## config.mk

```make
export PLATFORM = sky130hd
export DESIGN_NAME = pif_top
export DESIGN_NICKNAME = d
export VERILOG_FILES = /design/src/hw/pif_pkg.sv /design/src/hw/pif_filter.sv /design/src/hw/pif_top.sv
export SDC_FILE = /design/constraint.sdc
export NUM_CORES = 1
export LEC_CHECK = 0
export ABC_AREA = 1
export BUFFER_PORTS_ARGS = -buffer_cell sky130_fd_sc_hd__buf_4
export CAP_MARGIN = 20
export CORE_ASPECT_RATIO = 0.9
export CORE_MARGIN = 2
export CORE_UTILIZATION = 55
export DETAILED_ROUTE_END_ITERATION = 8
export GPL_TIMING_DRIVEN = 0
export PLACE_DENSITY = 0.87
export RECOVER_POWER = 25
export SYNTH_ARGS = -nofsm -noshare
export SYNTH_HDL_FRONTEND = slang
export SYNTH_SLANG_ARGS = --single-unit
```

## constraint.sdc

```tcl
create_clock -name core_clk_i -period 3.7 [get_ports core_clk_i]
set_input_delay 0.74 -clock core_clk_i [delete_from_list [all_inputs] [get_ports core_clk_i]]
set_output_delay 0.74 -clock core_clk_i [all_outputs]
set_load 0.03 [all_outputs]
```

## src/hw/pif_pkg.sv

```systemverilog
// constants for the port input, interrupt, filter and key reset block
// assumes an APB master and a 250 MHz core clock
// Overview of operation
// - per-pin interrupt allow bit, reset blocked
// - blocked pins never raise a request
// - per-pin edge select, 1 falling
// - flag sets on selected edge
// - flag and allow drive port request
// - write one clears flag, zero keeps
// - filter time per nibble, two fields
// - codes 1..7 select 256..16384 cycles
// - accept changes lasting one verification time
// - key reset selects two, three, four pins
// - all selected pins low fires reset
// - initial reset disables key reset
// - no key reset while sleeping
// - input gate forces read data zero
package pif_pkg;
	localparam int ADDR_W = 18;
	localparam int CNT_W = 15;
	// register indices; byte address is four times the index
	localparam logic [15:0] IDX_P0_IN = 16'h5200;
	localparam logic [15:0] IDX_P0_ALLOW = 16'h5205;
	localparam logic [15:0] IDX_P0_POL = 16'h5206;
	localparam logic [15:0] IDX_P0_FLAGS = 16'h5207;
	localparam logic [15:0] IDX_P0_FILT = 16'h5208;
	localparam logic [15:0] IDX_P0_KEY = 16'h5209;
	localparam logic [15:0] IDX_P0_GATE = 16'h520a;
	localparam logic [15:0] IDX_P1_IN = 16'h5210;
	localparam logic [15:0] IDX_P1_ALLOW = 16'h5215;
	localparam logic [15:0] IDX_P1_POL = 16'h5216;
	localparam logic [15:0] IDX_P1_FLAGS = 16'h5217;
	localparam logic [15:0] IDX_P1_FILT = 16'h5218;
	localparam logic [15:0] IDX_P1_GATE = 16'h521a;
	localparam logic [15:0] IDX_P2_IN = 16'h5220;
	localparam logic [15:0] IDX_P2_GATE = 16'h522a;
	localparam logic [15:0] IDX_IRQ_STATUS = 16'h5230;
	localparam logic [15:0] IDX_IRQ_CLEAR = 16'h5231;
	// reset values
	localparam logic [7:0] RST_ZERO = 8'h00;
	localparam logic [7:0] RST_GATE = 8'hff;
	localparam logic [1:0] RST_KRST = 2'h0;
	// field positions in the filter control and key reset registers
	localparam int CHAT_LO_POS = 0;
	localparam int CHAT_HI_POS = 4;
	localparam int KRST_POS = 0;
	// filter base time in core clock periods for code 1
	localparam int FILT_BASE_CYC = 256;
	// key reset select codes
	localparam logic [1:0] KRST_OFF = 2'h0;
	localparam logic [1:0] KRST_TWO = 2'h1;
	localparam logic [1:0] KRST_THREE = 2'h2;
	localparam logic [1:0] KRST_FOUR = 2'h3;
	// cycles after reset before edges are believed
	localparam logic [1:0] SETTLE_CYC = 2'h3;
endpackage

```

## src/hw/pif_filter.sv

```systemverilog
// chattering filter for one pin: counts cycles of a stable changed level
// assumes raw_i is already synchronised to core_clk_i
`timescale 1ns/1ns
module pif_filter (
	input wire logic core_clk_i,
	input wire logic rstn_i,
	input wire logic raw_i,
	input wire logic [pif_pkg::CNT_W-1:0] limit_i,
	output logic level_o
);
	logic [pif_pkg::CNT_W-1:0] count;
	logic primed;

	always_ff @(posedge core_clk_i) begin
		if (!rstn_i) begin
			level_o <= 1'b0;
			count <= '0;
			primed <= 1'b0;
		end else if (!primed || limit_i == '0) begin
			// first cycle after reset takes the pin level without an edge
			level_o <= raw_i;
			count <= '0;
			primed <= 1'b1;
		end else if (raw_i == level_o) begin
			count <= '0;
		end else if (count >= limit_i - 1'b1) begin
			level_o <= raw_i;
			count <= '0;
		end else begin
			count <= count + 1'b1;
		end
	end
endmodule

```

## src/hw/pif_top.sv

```systemverilog
// port input block: pin sync, gates, filters, edge flags, key reset, APB
// assumes pins are asynchronous and sleep_i comes from core_clk_i logic
//
// Implementation choice: the APB slave port.
`timescale 1ns/1ns
module pif_top #(
	parameter int FILT_BASE = pif_pkg::FILT_BASE_CYC
) (
	input wire logic core_clk_i,
	input wire logic rstn_i,
	input wire logic psel,
	input wire logic penable,
	input wire logic pwrite,
	input wire logic [pif_pkg::ADDR_W-1:0] paddr,
	input wire logic [31:0] pwdata,
	output logic [31:0] prdata,
	output logic pready,
	output logic pslverr,
	input wire logic [7:0] p0_pin_i,
	input wire logic [7:0] p1_pin_i,
	input wire logic [7:0] p2_pin_i,
	input wire logic sleep_i,
	output logic p0_irq_o,
	output logic p1_irq_o,
	output logic irq_o,
	output logic key_reset_o
);
	logic [7:0] p0_irq_allow;
	logic [7:0] p1_irq_allow;
	logic [7:0] p0_irq_edge_select;
	logic [7:0] p1_irq_edge_select;
	logic [7:0] p0_irq_flags;
	logic [7:0] p1_irq_flags;
	logic [7:0] p0_debounce_control;
	logic [7:0] p1_debounce_control;
	logic [1:0] key_reset_pin_select;
	logic [7:0] p0_input_gate;
	logic [7:0] p1_input_gate;
	logic [7:0] p2_input_gate;
	logic [23:0] pin_meta;
	logic [23:0] pin_sync;
	logic [23:0] pin_gated;
	logic [15:0] filt_level;
	logic [15:0] filt_prev;
	logic [15:0] pin_event;
	logic [15:0] pin_edge_polarity;
	logic [15:0] pin_event_flag;
	logic [15:0] flag_clear;
	logic [1:0] settle;
	logic settled;
	logic wr_en;
	logic rd_setup;
	logic [7:0] rd_val;
	logic rd_hit;
	logic [3:0] key_mask;

	function automatic logic hit(input logic [pif_pkg::ADDR_W-1:0] a,
			input logic [15:0] idx);
		hit = (a == {idx, 2'b00});
	endfunction

	function automatic logic [pif_pkg::CNT_W-1:0] filt_limit(
			input logic [2:0] code);
		logic [pif_pkg::CNT_W-1:0] base;
		base = pif_pkg::CNT_W'(FILT_BASE);
		if (code == 3'h0) begin
			filt_limit = '0;
		end else begin
			filt_limit = base << (code - 3'h1);
		end
	endfunction

	function automatic logic wr_hit(input logic en,
			input logic [pif_pkg::ADDR_W-1:0] a, input logic [15:0] idx);
		wr_hit = en && hit(a, idx);
	endfunction

	// zero wait state slave; read data latched in the setup cycle
	assign pready = 1'b1;
	assign wr_en = psel && penable && pwrite;
	assign rd_setup = psel && !penable && !pwrite;

	// software register writes
	always_ff @(posedge core_clk_i) begin
		if (!rstn_i) begin
			p0_irq_allow <= pif_pkg::RST_ZERO;
			p1_irq_allow <= pif_pkg::RST_ZERO;
			p0_irq_edge_select <= pif_pkg::RST_ZERO;
			p1_irq_edge_select <= pif_pkg::RST_ZERO;
			p0_debounce_control <= pif_pkg::RST_ZERO;
			p1_debounce_control <= pif_pkg::RST_ZERO;
			p0_input_gate <= pif_pkg::RST_GATE;
			p1_input_gate <= pif_pkg::RST_GATE;
			p2_input_gate <= pif_pkg::RST_GATE;
		end else begin
			if (wr_hit(wr_en, paddr, pif_pkg::IDX_P0_ALLOW)) begin
				p0_irq_allow <= pwdata[7:0];
			end
			if (wr_hit(wr_en, paddr, pif_pkg::IDX_P1_ALLOW)) begin
				p1_irq_allow <= pwdata[7:0];
			end
			if (wr_hit(wr_en, paddr, pif_pkg::IDX_P0_POL)) begin
				p0_irq_edge_select <= pwdata[7:0];
			end
			if (wr_hit(wr_en, paddr, pif_pkg::IDX_P1_POL)) begin
				p1_irq_edge_select <= pwdata[7:0];
			end
			// reserved bits 7 and 3 stay zero
			if (wr_hit(wr_en, paddr, pif_pkg::IDX_P0_FILT)) begin
				p0_debounce_control <= pwdata[7:0] & 8'h77;
			end
			if (wr_hit(wr_en, paddr, pif_pkg::IDX_P1_FILT)) begin
				p1_debounce_control <= pwdata[7:0] & 8'h77;
			end
			if (wr_hit(wr_en, paddr, pif_pkg::IDX_P0_GATE)) begin
				p0_input_gate <= pwdata[7:0];
			end
			if (wr_hit(wr_en, paddr, pif_pkg::IDX_P1_GATE)) begin
				p1_input_gate <= pwdata[7:0];
			end
			if (wr_hit(wr_en, paddr, pif_pkg::IDX_P2_GATE)) begin
				p2_input_gate <= pwdata[7:0];
			end
		end
	end

	// key reset select has its own process; any initial reset disables it
	always_ff @(posedge core_clk_i) begin
		if (!rstn_i) begin
			key_reset_pin_select <= pif_pkg::RST_KRST;
		end else if (wr_hit(wr_en, paddr, pif_pkg::IDX_P0_KEY)) begin
			key_reset_pin_select <= pwdata[pif_pkg::KRST_POS +: 2];
		end
	end

	// two-stage pin synchroniser; first stage feeds only the second
	always_ff @(posedge core_clk_i) begin
		if (!rstn_i) begin
			pin_meta <= '0;
			pin_sync <= '0;
		end else begin
			pin_meta <= {p2_pin_i, p1_pin_i, p0_pin_i};
			pin_sync <= pin_meta;
		end
	end

	// a closed gate reads as zero and also starves the filter
	assign pin_gated = pin_sync &
		{p2_input_gate, p1_input_gate, p0_input_gate};
	assign pin_edge_polarity = {p1_irq_edge_select, p0_irq_edge_select};

	// ignore edges until the synchroniser and filters hold real levels
	always_ff @(posedge core_clk_i) begin
		if (!rstn_i) begin
			settle <= 2'h0;
			settled <= 1'b0;
		end else begin
			// registered so the filters' first real level is not an edge
			if (settle != pif_pkg::SETTLE_CYC) begin
				settle <= settle + 2'h1;
			end
			settled <= (settle == pif_pkg::SETTLE_CYC);
		end
	end

	genvar g;
	generate
		for (g = 0; g < 16; g++) begin : g_pin
			logic [2:0] code;
			logic [7:0] chat;
			assign chat = (g < 8) ? p0_debounce_control : p1_debounce_control;
			// one field per nibble of each port
			assign code = ((g % 8) < 4) ?
				chat[pif_pkg::CHAT_LO_POS +: 3] :
				chat[pif_pkg::CHAT_HI_POS +: 3];
			pif_filter u_filt (
				.core_clk_i(core_clk_i),
				.rstn_i(rstn_i),
				.raw_i(pin_gated[g]),
				.limit_i(filt_limit(code)),
				.level_o(filt_level[g])
			);
			// edge is taken from the filtered level
			assign pin_event[g] = settled && (pin_edge_polarity[g] ?
				(filt_prev[g] && !filt_level[g]) :
				(!filt_prev[g] && filt_level[g]));
		end
	endgenerate

	always_ff @(posedge core_clk_i) begin
		if (!rstn_i) begin
			filt_prev <= '0;
		end else begin
			filt_prev <= filt_level;
		end
	end

	// clear comes from the flag registers or the clear alias
	always_comb begin
		flag_clear = '0;
		if (wr_hit(wr_en, paddr, pif_pkg::IDX_P0_FLAGS)) begin
			flag_clear[7:0] = pwdata[7:0];
		end
		if (wr_hit(wr_en, paddr, pif_pkg::IDX_P1_FLAGS)) begin
			flag_clear[15:8] = pwdata[7:0];
		end
		if (wr_hit(wr_en, paddr, pif_pkg::IDX_IRQ_CLEAR)) begin
			flag_clear = flag_clear | pwdata[15:0];
		end
	end

	// a new edge in the clearing cycle keeps the flag set
	always_ff @(posedge core_clk_i) begin
		if (!rstn_i) begin
			pin_event_flag <= '0;
		end else begin
			pin_event_flag <= (pin_event_flag & ~flag_clear) | pin_event;
		end
	end
	assign p0_irq_flags = pin_event_flag[7:0];
	assign p1_irq_flags = pin_event_flag[15:8];

	// request follows the flag in the same cycle, gated by the allow bits
	assign p0_irq_o = |(p0_irq_flags & p0_irq_allow);
	assign p1_irq_o = |(p1_irq_flags & p1_irq_allow);
	assign irq_o = p0_irq_o || p1_irq_o;

	// key reset uses the ungated synchronised pins
	always_comb begin
		unique case (key_reset_pin_select)
			pif_pkg::KRST_TWO: key_mask = 4'h3;
			pif_pkg::KRST_THREE: key_mask = 4'h7;
			pif_pkg::KRST_FOUR: key_mask = 4'hf;
			pif_pkg::KRST_OFF: key_mask = 4'h0;
		endcase
	end

	always_ff @(posedge core_clk_i) begin
		if (!rstn_i) begin
			key_reset_o <= 1'b0;
		end else begin
			key_reset_o <= (key_mask != 4'h0) && !sleep_i &&
				((pin_sync[3:0] & key_mask) == 4'h0);
		end
	end

	// read mux
	always_comb begin
		rd_val = 8'h00;
		rd_hit = 1'b1;
		if (hit(paddr, pif_pkg::IDX_P0_IN)) begin
			rd_val = pin_gated[7:0];
		end else if (hit(paddr, pif_pkg::IDX_P1_IN)) begin
			rd_val = pin_gated[15:8];
		end else if (hit(paddr, pif_pkg::IDX_P2_IN)) begin
			rd_val = pin_gated[23:16];
		end else if (hit(paddr, pif_pkg::IDX_P0_ALLOW)) begin
			rd_val = p0_irq_allow;
		end else if (hit(paddr, pif_pkg::IDX_P1_ALLOW)) begin
			rd_val = p1_irq_allow;
		end else if (hit(paddr, pif_pkg::IDX_P0_POL)) begin
			rd_val = p0_irq_edge_select;
		end else if (hit(paddr, pif_pkg::IDX_P1_POL)) begin
			rd_val = p1_irq_edge_select;
		end else if (hit(paddr, pif_pkg::IDX_P0_FLAGS)) begin
			rd_val = p0_irq_flags;
		end else if (hit(paddr, pif_pkg::IDX_P1_FLAGS)) begin
			rd_val = p1_irq_flags;
		end else if (hit(paddr, pif_pkg::IDX_P0_FILT)) begin
			rd_val = p0_debounce_control;
		end else if (hit(paddr, pif_pkg::IDX_P1_FILT)) begin
			rd_val = p1_debounce_control;
		end else if (hit(paddr, pif_pkg::IDX_P0_KEY)) begin
			rd_val = {6'h00, key_reset_pin_select};
		end else if (hit(paddr, pif_pkg::IDX_P0_GATE)) begin
			rd_val = p0_input_gate;
		end else if (hit(paddr, pif_pkg::IDX_P1_GATE)) begin
			rd_val = p1_input_gate;
		end else if (hit(paddr, pif_pkg::IDX_P2_GATE)) begin
			rd_val = p2_input_gate;
		end else if (hit(paddr, pif_pkg::IDX_IRQ_STATUS)) begin
			rd_val = 8'h00;
		end else if (hit(paddr, pif_pkg::IDX_IRQ_CLEAR)) begin
			rd_val = 8'h00;
		end else begin
			rd_hit = 1'b0;
		end
	end

	// response registered in the setup cycle, shown in the access cycle
	always_ff @(posedge core_clk_i) begin
		if (!rstn_i) begin
			prdata <= 32'h0000_0000;
			pslverr <= 1'b0;
		end else if (psel && !penable) begin
			pslverr <= !rd_hit;
			if (rd_setup && hit(paddr, pif_pkg::IDX_IRQ_STATUS)) begin
				prdata <= {16'h0000, pin_event_flag};
			end else if (rd_setup) begin
				prdata <= {24'h00_0000, rd_val};
			end else begin
				prdata <= 32'h0000_0000;
			end
		end
	end
endmodule

```

; After elaboration in Yosys (flattened, before gate mapping)
; Index checks and enable logic that the tools add are counted.
; W data, S select, Z words.
[classes]
addsub = 25
order_cmp = 16
eq_ne = 54
shift = 4
mux = 106
bitwise_logic = 9
n_reduce_logical = 198
[op_table]
columns = op, n
row1 = $eq A18 B17 Y1 const B, 17
row2 = $add A15 B1 Y15 const B, 16
row3 = $ge A15 B15 Y1, 16
row4 = $mux W8, 18
row5 = $mux W1, 81
row6 = $logic_and A1 B1 Y1, 68
row7 = $reduce_or A4 Y1, 16
row8 = $logic_not A15 Y1, 4
row9 = $mux W15, 4
row10 = $shl A9 B3 Y15 const A, 4
row11 = $sub A15 B1 Y15 const B, 4
row12 = $logic_not A1 Y1, 52
row13 = $mux W16, 2
row14 = $ne A2 B1 Y1 const B, 16
row15 = $or A16 B16 Y16, 2
row16 = $reduce_and A2 Y1, 16
row17 = $reduce_bool A2 Y1, 16
row18 = $and A24 B24 Y24, 1
row19 = $logic_or A1 B1 Y1, 17
row20 = $and A16 B16 Y16, 1
row21 = $and A8 B8 Y8, 2
row22 = $eq A1 B1 Y1, 16
row23 = $not A16 Y16, 1
row24 = $pmux W4 S4, 1
row25 = 12 further kinds, 21
[totals]
ff_bits = 459
inputBits = 80
out_inout_bits = 38
elab_cells = 479

; Longest topological paths before layout
[depth]
depth_word = 19
mapped_depth = 22
ltp_nobuf = 21

; Hierarchy
; A second synthesis with hierarchy kept.
[unflattened]
hier_cells = 4488
area_unflattened_um2 = 32519.9
[by_module_without_submodules]
columns = module, instances, cells_each, area_each_um2, seq_area_each_um2
row1 = pif_filter (g_pin[0].u_filt ...), 14, 207, 1505.2, 340.3
row2 = pif_top, 1, 1187, 8491.9, 3423.3
row3 = pif_filter (g_pin[1].u_filt), 1, 203, 1485.2, 340.3
row4 = pif_filter (g_pin[9].u_filt), 1, 200, 1470.2, 340.3

; Worst setup path after synthesis
; No wires, ideal clock.
[synth_timing]
kind = register to register
startpoint = register p0_debounce_control[4], in the netlist g_pin[0].chat[4]
endpoint = register g_pin[7].u_filt.count[9] (netlist name)
setup_time_ns = 0.070
t_arrival_ns = 3.503
t_required_ns = 3.630
setup_slack_ns = 0.128
stages_incl_launch_ff = 18
path_buffers = 1
synth_period_minus_slack_ns = 3.572
cell_sequence = dfxtp_1 > nor2_2 > ha_1 > nor3_1 > inv_1 > ha_1 > inv_1 > xor2_1 > ha_1 > nand2_1 > inv_1 > a221oi_1 > nor2_1 > a2111oi_0 > nand4_1 > nand3b_4 > buf_2 > a21oi_1
[synth_via]
elab_chain_cells = 6
word_cells_on_any_way = 9
cone_classes = 2 x add/sub / 1 x order compare / 1 x shift / 1 x mux / 4 x reduce/logical
[synth_rtl]
columns = item, line
row1 = from (decl), pif_top.sv:34  ; logic [7:0] p0_debounce_control;
row2 = from (signal assigned), pif_top.sv:90  ; p0_debounce_control <= pif_pkg::RST_ZERO;
row3 = from (signal assigned), pif_top.sv:110  ; p0_debounce_control <= pwdata[7:0] & 8'h77;
row4 = $sub A3 B1 Y3, pif_top.sv:69  ; filt_limit = base << (code - 3'h1);
row5 = $shl A9 B3 Y15, pif_top.sv:69
row6 = $mux W15 *, pif_top.sv:66  ; if (code == 3'h0) begin
row7 = $sub A15 B1 Y15 or $logic_not A15 Y1 (tied branches), "pif_filter.sv:26, pif_filter.sv:19"
row8 = $ge A15 B15 Y1 or $logic_or A1 B1 Y1 (tied branches), "pif_filter.sv:26, pif_filter.sv:19"
row9 = $reduce_or A4 Y1 (no source line) *, n/a
row10 = to (signal assigned), pif_filter.sv:30  ; count <= count + 1'b1;
row11 = to (decl), pif_filter.sv:11  ; logic [pif_pkg::CNT_W-1:0] count;
; Every way passes the cells marked *; elsewhere a longest branch is shown, timed or not.
; A chain may end at the register's enable or synchronous reset.

; Final worst setup path
[layout_timing]
startpoint = register p1_debounce_control[5], in the netlist g_pin[10].chat[5]
endpoint = register g_pin[13].u_filt.count[11] (netlist name)
[layout_via]
elab_chain_cells = 6
word_cells_on_any_way = 9
cone_classes = 2 x add/sub / 1 x order compare / 1 x shift / 1 x mux / 4 x reduce/logical
[layout_rtl]
columns = item, line
row1 = from (decl), pif_top.sv:35  ; logic [7:0] p1_debounce_control;
row2 = from (signal assigned), pif_top.sv:91  ; p1_debounce_control <= pif_pkg::RST_ZERO;
row3 = from (signal assigned), pif_top.sv:113  ; p1_debounce_control <= pwdata[7:0] & 8'h77;
row4 = $sub A3 B1 Y3, pif_top.sv:69
row5 = $shl A9 B3 Y15, pif_top.sv:69
row6 = $mux W15 *, pif_top.sv:66
row7 = $sub A15 B1 Y15 or $logic_not A15 Y1 (tied branches), "pif_filter.sv:26, pif_filter.sv:19"
row8 = $ge A15 B15 Y1 or $logic_or A1 B1 Y1 (tied branches), "pif_filter.sv:26, pif_filter.sv:19"
row9 = $reduce_or A4 Y1 (no source line) *, n/a
row10 = to (signal assigned), pif_filter.sv:30
row11 = to (decl), pif_filter.sv:11
; Marked as above.

==> reports/results.tsv <==
stage	metric	value	unit
grt	grt_max_degree	16	
timing	slew_viol_final	0	
final_layout	ff_latch_area	8880	sq um
drt	wl_per_cell	16.0	um
synthesis	ys_ff_latch	443	
timing	fin_worst_skew	0.0350	ns
power	leakage	11.1	nW
drt	first_pass_iters	9	
final_layout	multi_input_comb_area	11700	sq um
worst_setup_path	crit_path_max_fanout	10	
clock_network	clockRootBuffer	clkbuf_16	
worst_setup_path	critPathKind	flip-flop to flip-flop	
timing	slew_headroom	0.156	
final_layout	area_growth_syn_to_layout	15.6	%
final_layout	fin_util	0.641	
place	dpl_cell_area	23800	sq um
worst_setup_path	crit_required	4.20	ns
timing	fin_ws	0.0543	ns
power	p_per_area	397	nW/um^2
timing	final_hold_viol_count	0	
drt	final_antenna_net_count	0	
power	p_sw_frac	0.224	
clock_network	clk_path_buf_depth	3	
floorplan	num_rows	70	
power	netSwitchingPower	2.31	mW
clock_network	cts_tree	yes	
floorplan	die_w	217	um
floorplan	core_area	40500	sq um
timing	max_freq	274	MHz
synthesis	synth_cell_types	77	
grt	grt_pass1_wl	92.7	mm
drt	drt_iter0_drc	1980	
synthesis	synth-edff-count	0	
timing	fin_crit	3.65	ns
floorplan	start_util	0.554	
worst_setup_path	crit_arrival	4.15	ns
power	combPwrFrac	0.034	
drt	drc_errors	0	
synthesis	async_flop_share	0	
floorplan	io_pins	118	
timing	post-route-period-util	0.985	
power	ir_worst_vdd	0.000325	V
floorplan	die_h	196	um
synthesis	netlist_area	22400	sq um
synthesis	syn_inst	2977	
drt	via_count	20420	
place	dpl.hpwl	41.6	mm
min_path	min-delay-path-class	input port to flip-flop	
drt	viasPerCell	5.48	
clock_network	numCtsBuffers	44	
grt	grt-ovfl-total	0	
grt	grt_antenna_before_repair	2	
synthesis	seq_area_frac_synth	0.396	
grt	track_usage	0.269	
place	port_buffers	83	
power	seqPwrFrac	0.471	
clock_network	cts-htree-levels	2	
power	power.share.clock	0.495	
synthesis	synthFlopType	dfxtp_1	
place	gp_congestion	1.06	
synthesis	yosysWarnings	0	
flow_run	drv_cap	0	
power	p_total	10.3	mW
clock_network	clk_latency	0.59	ns
final_layout	final_nets	3366	
clock_network	cts_sinks	443	
clock_network	path_clk_slew	0.07	ns
worst_setup_path	crit_path_end_kind	flip-flop	
drt	drt-total-wl	59.7	mm
final_layout	final_area	25900	sq um
worst_setup_path	crit_path_start_kind	flip-flop	
final_layout	final_common_cell	nand2_1	
timing	finalSetupViolCount	0	
final_layout	layout_common_cells	560 x nand2_1, 450 x inv_1, 437 x dfxtp_1, 310 x nor2_1, 174 x a21oi_1	
run_status	status	completed	
final_layout	fillers	3208	
timing	worst_slew_pin_slew	1.26	ns
place	dpl_worst_slack	-1.01	ns
grt	grt_pass1_vias	18942	
floorplan	die-area	42400	sq um
power	p_int	7.98	mW
synthesis	syn_area_per_cell	7.53	sq um
timing	rsz0062_at_grt	true	
final_layout	drive_gt1_frac	0.122	
## power groups by stage
stage | Sequential, mW | Combinational [mW] | Clock (mW)
after floorplan | 4.95 | 0.177 | 0
after global placement | 4.95 | 0.326 | 0
after detailed placement | 4.95 | 0.332 | 0
after CTS | 4.84 | 0.335 | 5.12
after global routing | 4.84 | 0.367 | 5.32
final | 4.84 | 0.345 | 5.10
## cells in the mapped netlist (all sizes together) (32+ instances only)
| master | number | area [sq um] |
|---|---|---|
| buf | 40 | 264 |
| dfxtp | 443 | 8870 |
| nor2 | 341 | 1380 |
| clkbuf | 49 | 184 |
| inv | 472 | 1770 |
| xor2 | 73 | 639 |
| nor3b | 79 | 628 |
| o21ai | 136 | 688 |
| ha | 141 | 1760 |
| a21oi | 181 | 928 |
| nand4 | 52 | 403 |
| a211oi | 36 | 275 |
| o211ai | 32 | 245 |
| nand3 | 136 | 731 |
| nor3 | 77 | 482 |
| nand2 | 565 | 2130 |
## routing by layer
layer | vias to the layer above | routed length (um) | GRT usage
met3 | 234 | 5060 | 0.0475
li1 | 9974 | - | -
met5 | - | 0 | 0
met1 | 9312 | 24700 | 0.345
met2 | 900 | 27100 | 0.437
met4 | 0 | 2890 | 0.131
## state kept, by name, indices dropped and copies added (netlist names)
signal                flops
key_reset_o               1
settle                    2
p2_input_gate             8
p1_irq_edge_select        8
pslverr                   1
p0_irq_edge_select        8
key_reset_pin_select      2
settled                   1
p1_irq_allow              8
prdata                   16
pin_sync                 24
filt_prev                16
pin_event_flag           16
g_pin.u_filt.count      240
pin_meta                 24
p0_input_gate             8
g_pin.chat               12
g_pin.u_filt.level_o     16
p0_irq_allow              8
g_pin.u_filt.primed      16
p1_input_gate             8
## worst max-delay path, cell delays in order, from the launching register on
cell and delay, ns:
dfxtp_2 0.38, nor2_4 0.12, ha_2 0.33, nor3_4 0.17, inv_1 0.10, ha_1 0.26
nand2_2 0.11, mux2_2 0.37, clkinvlp_4 0.15, ha_1 0.26, nand2_1 0.07, nand2_1 0.06
nor2_1 0.14, o211ai_1 0.12, o21ba_2 0.29, nand4_2 0.21, clkbuf_4 0.29, nor2_1 0.14
## stage by stage
step	std cells	hold slack, ns	setup TNS (ns)
2_1_floorplan	2992	0.390	0
3_5_place_dp	3616	0.396	-168.18
3_3_place_gp	3615	0.395	-146.29
4_1_cts	3706	0.252	0
6_report	3724	0.270	0
5_1_grt	3723	0.277	-3.45
## layout make-up
type,count,share of cell area
antenna,3,0.000290
buffer,89,0.0185
clock buffer,54,0.0466
clock inverter,28,0.0171
inverter,473,0.0686
multi-input combinational,1987,0.450
sequential,443,0.343
tap,540,0.0261
timing repair buffer,107,0.0299
## worst paths after layout
path / from / to / slack, ns / depth (start not counted)
hold reg to reg: pin_meta[15] / pin_sync[15] / 0.41 / 2
setup / recovery: g_pin[10].chat[5] / g_pin[13].u_filt.count[11] / 0.05 / 17
setup reg to reg: g_pin[10].chat[5] / g_pin[13].u_filt.count[11] / 0.05 / 17
hold / removal: rstn_i / g_pin[6].u_filt.primed / 0.27 / 1
## kinds of logic (layout without fill, tap and decap cells)
kind of cell               after synthesis  after routing  share of synthesized area
and+or+nand+nor                       1315           1315                      0.280
buffers and inverters                  562            751                     0.0992
DFF                                    443            443                      0.396
AOI/OAI and AO/OA                      426            426                      0.112
adders and majority gates              141            141                     0.0787
xor gates and xnor gates                86             86                     0.0336
other                                    2             20                   0.000335
muxes                                    2              2                    0.00100
## timing repair
item | CTS | global route
buffers inserted | 8 | 14
gates resized for setup | 28 | 51
gates cloned | 0 | 1
hold buffers | 0 | 0
pin swaps | 6 | 10
endpoints found under the setup margin | 256 | 230
hold endpoints to repair | 0 | 0
No activity file was read; power rests on OpenSTA's default activity.
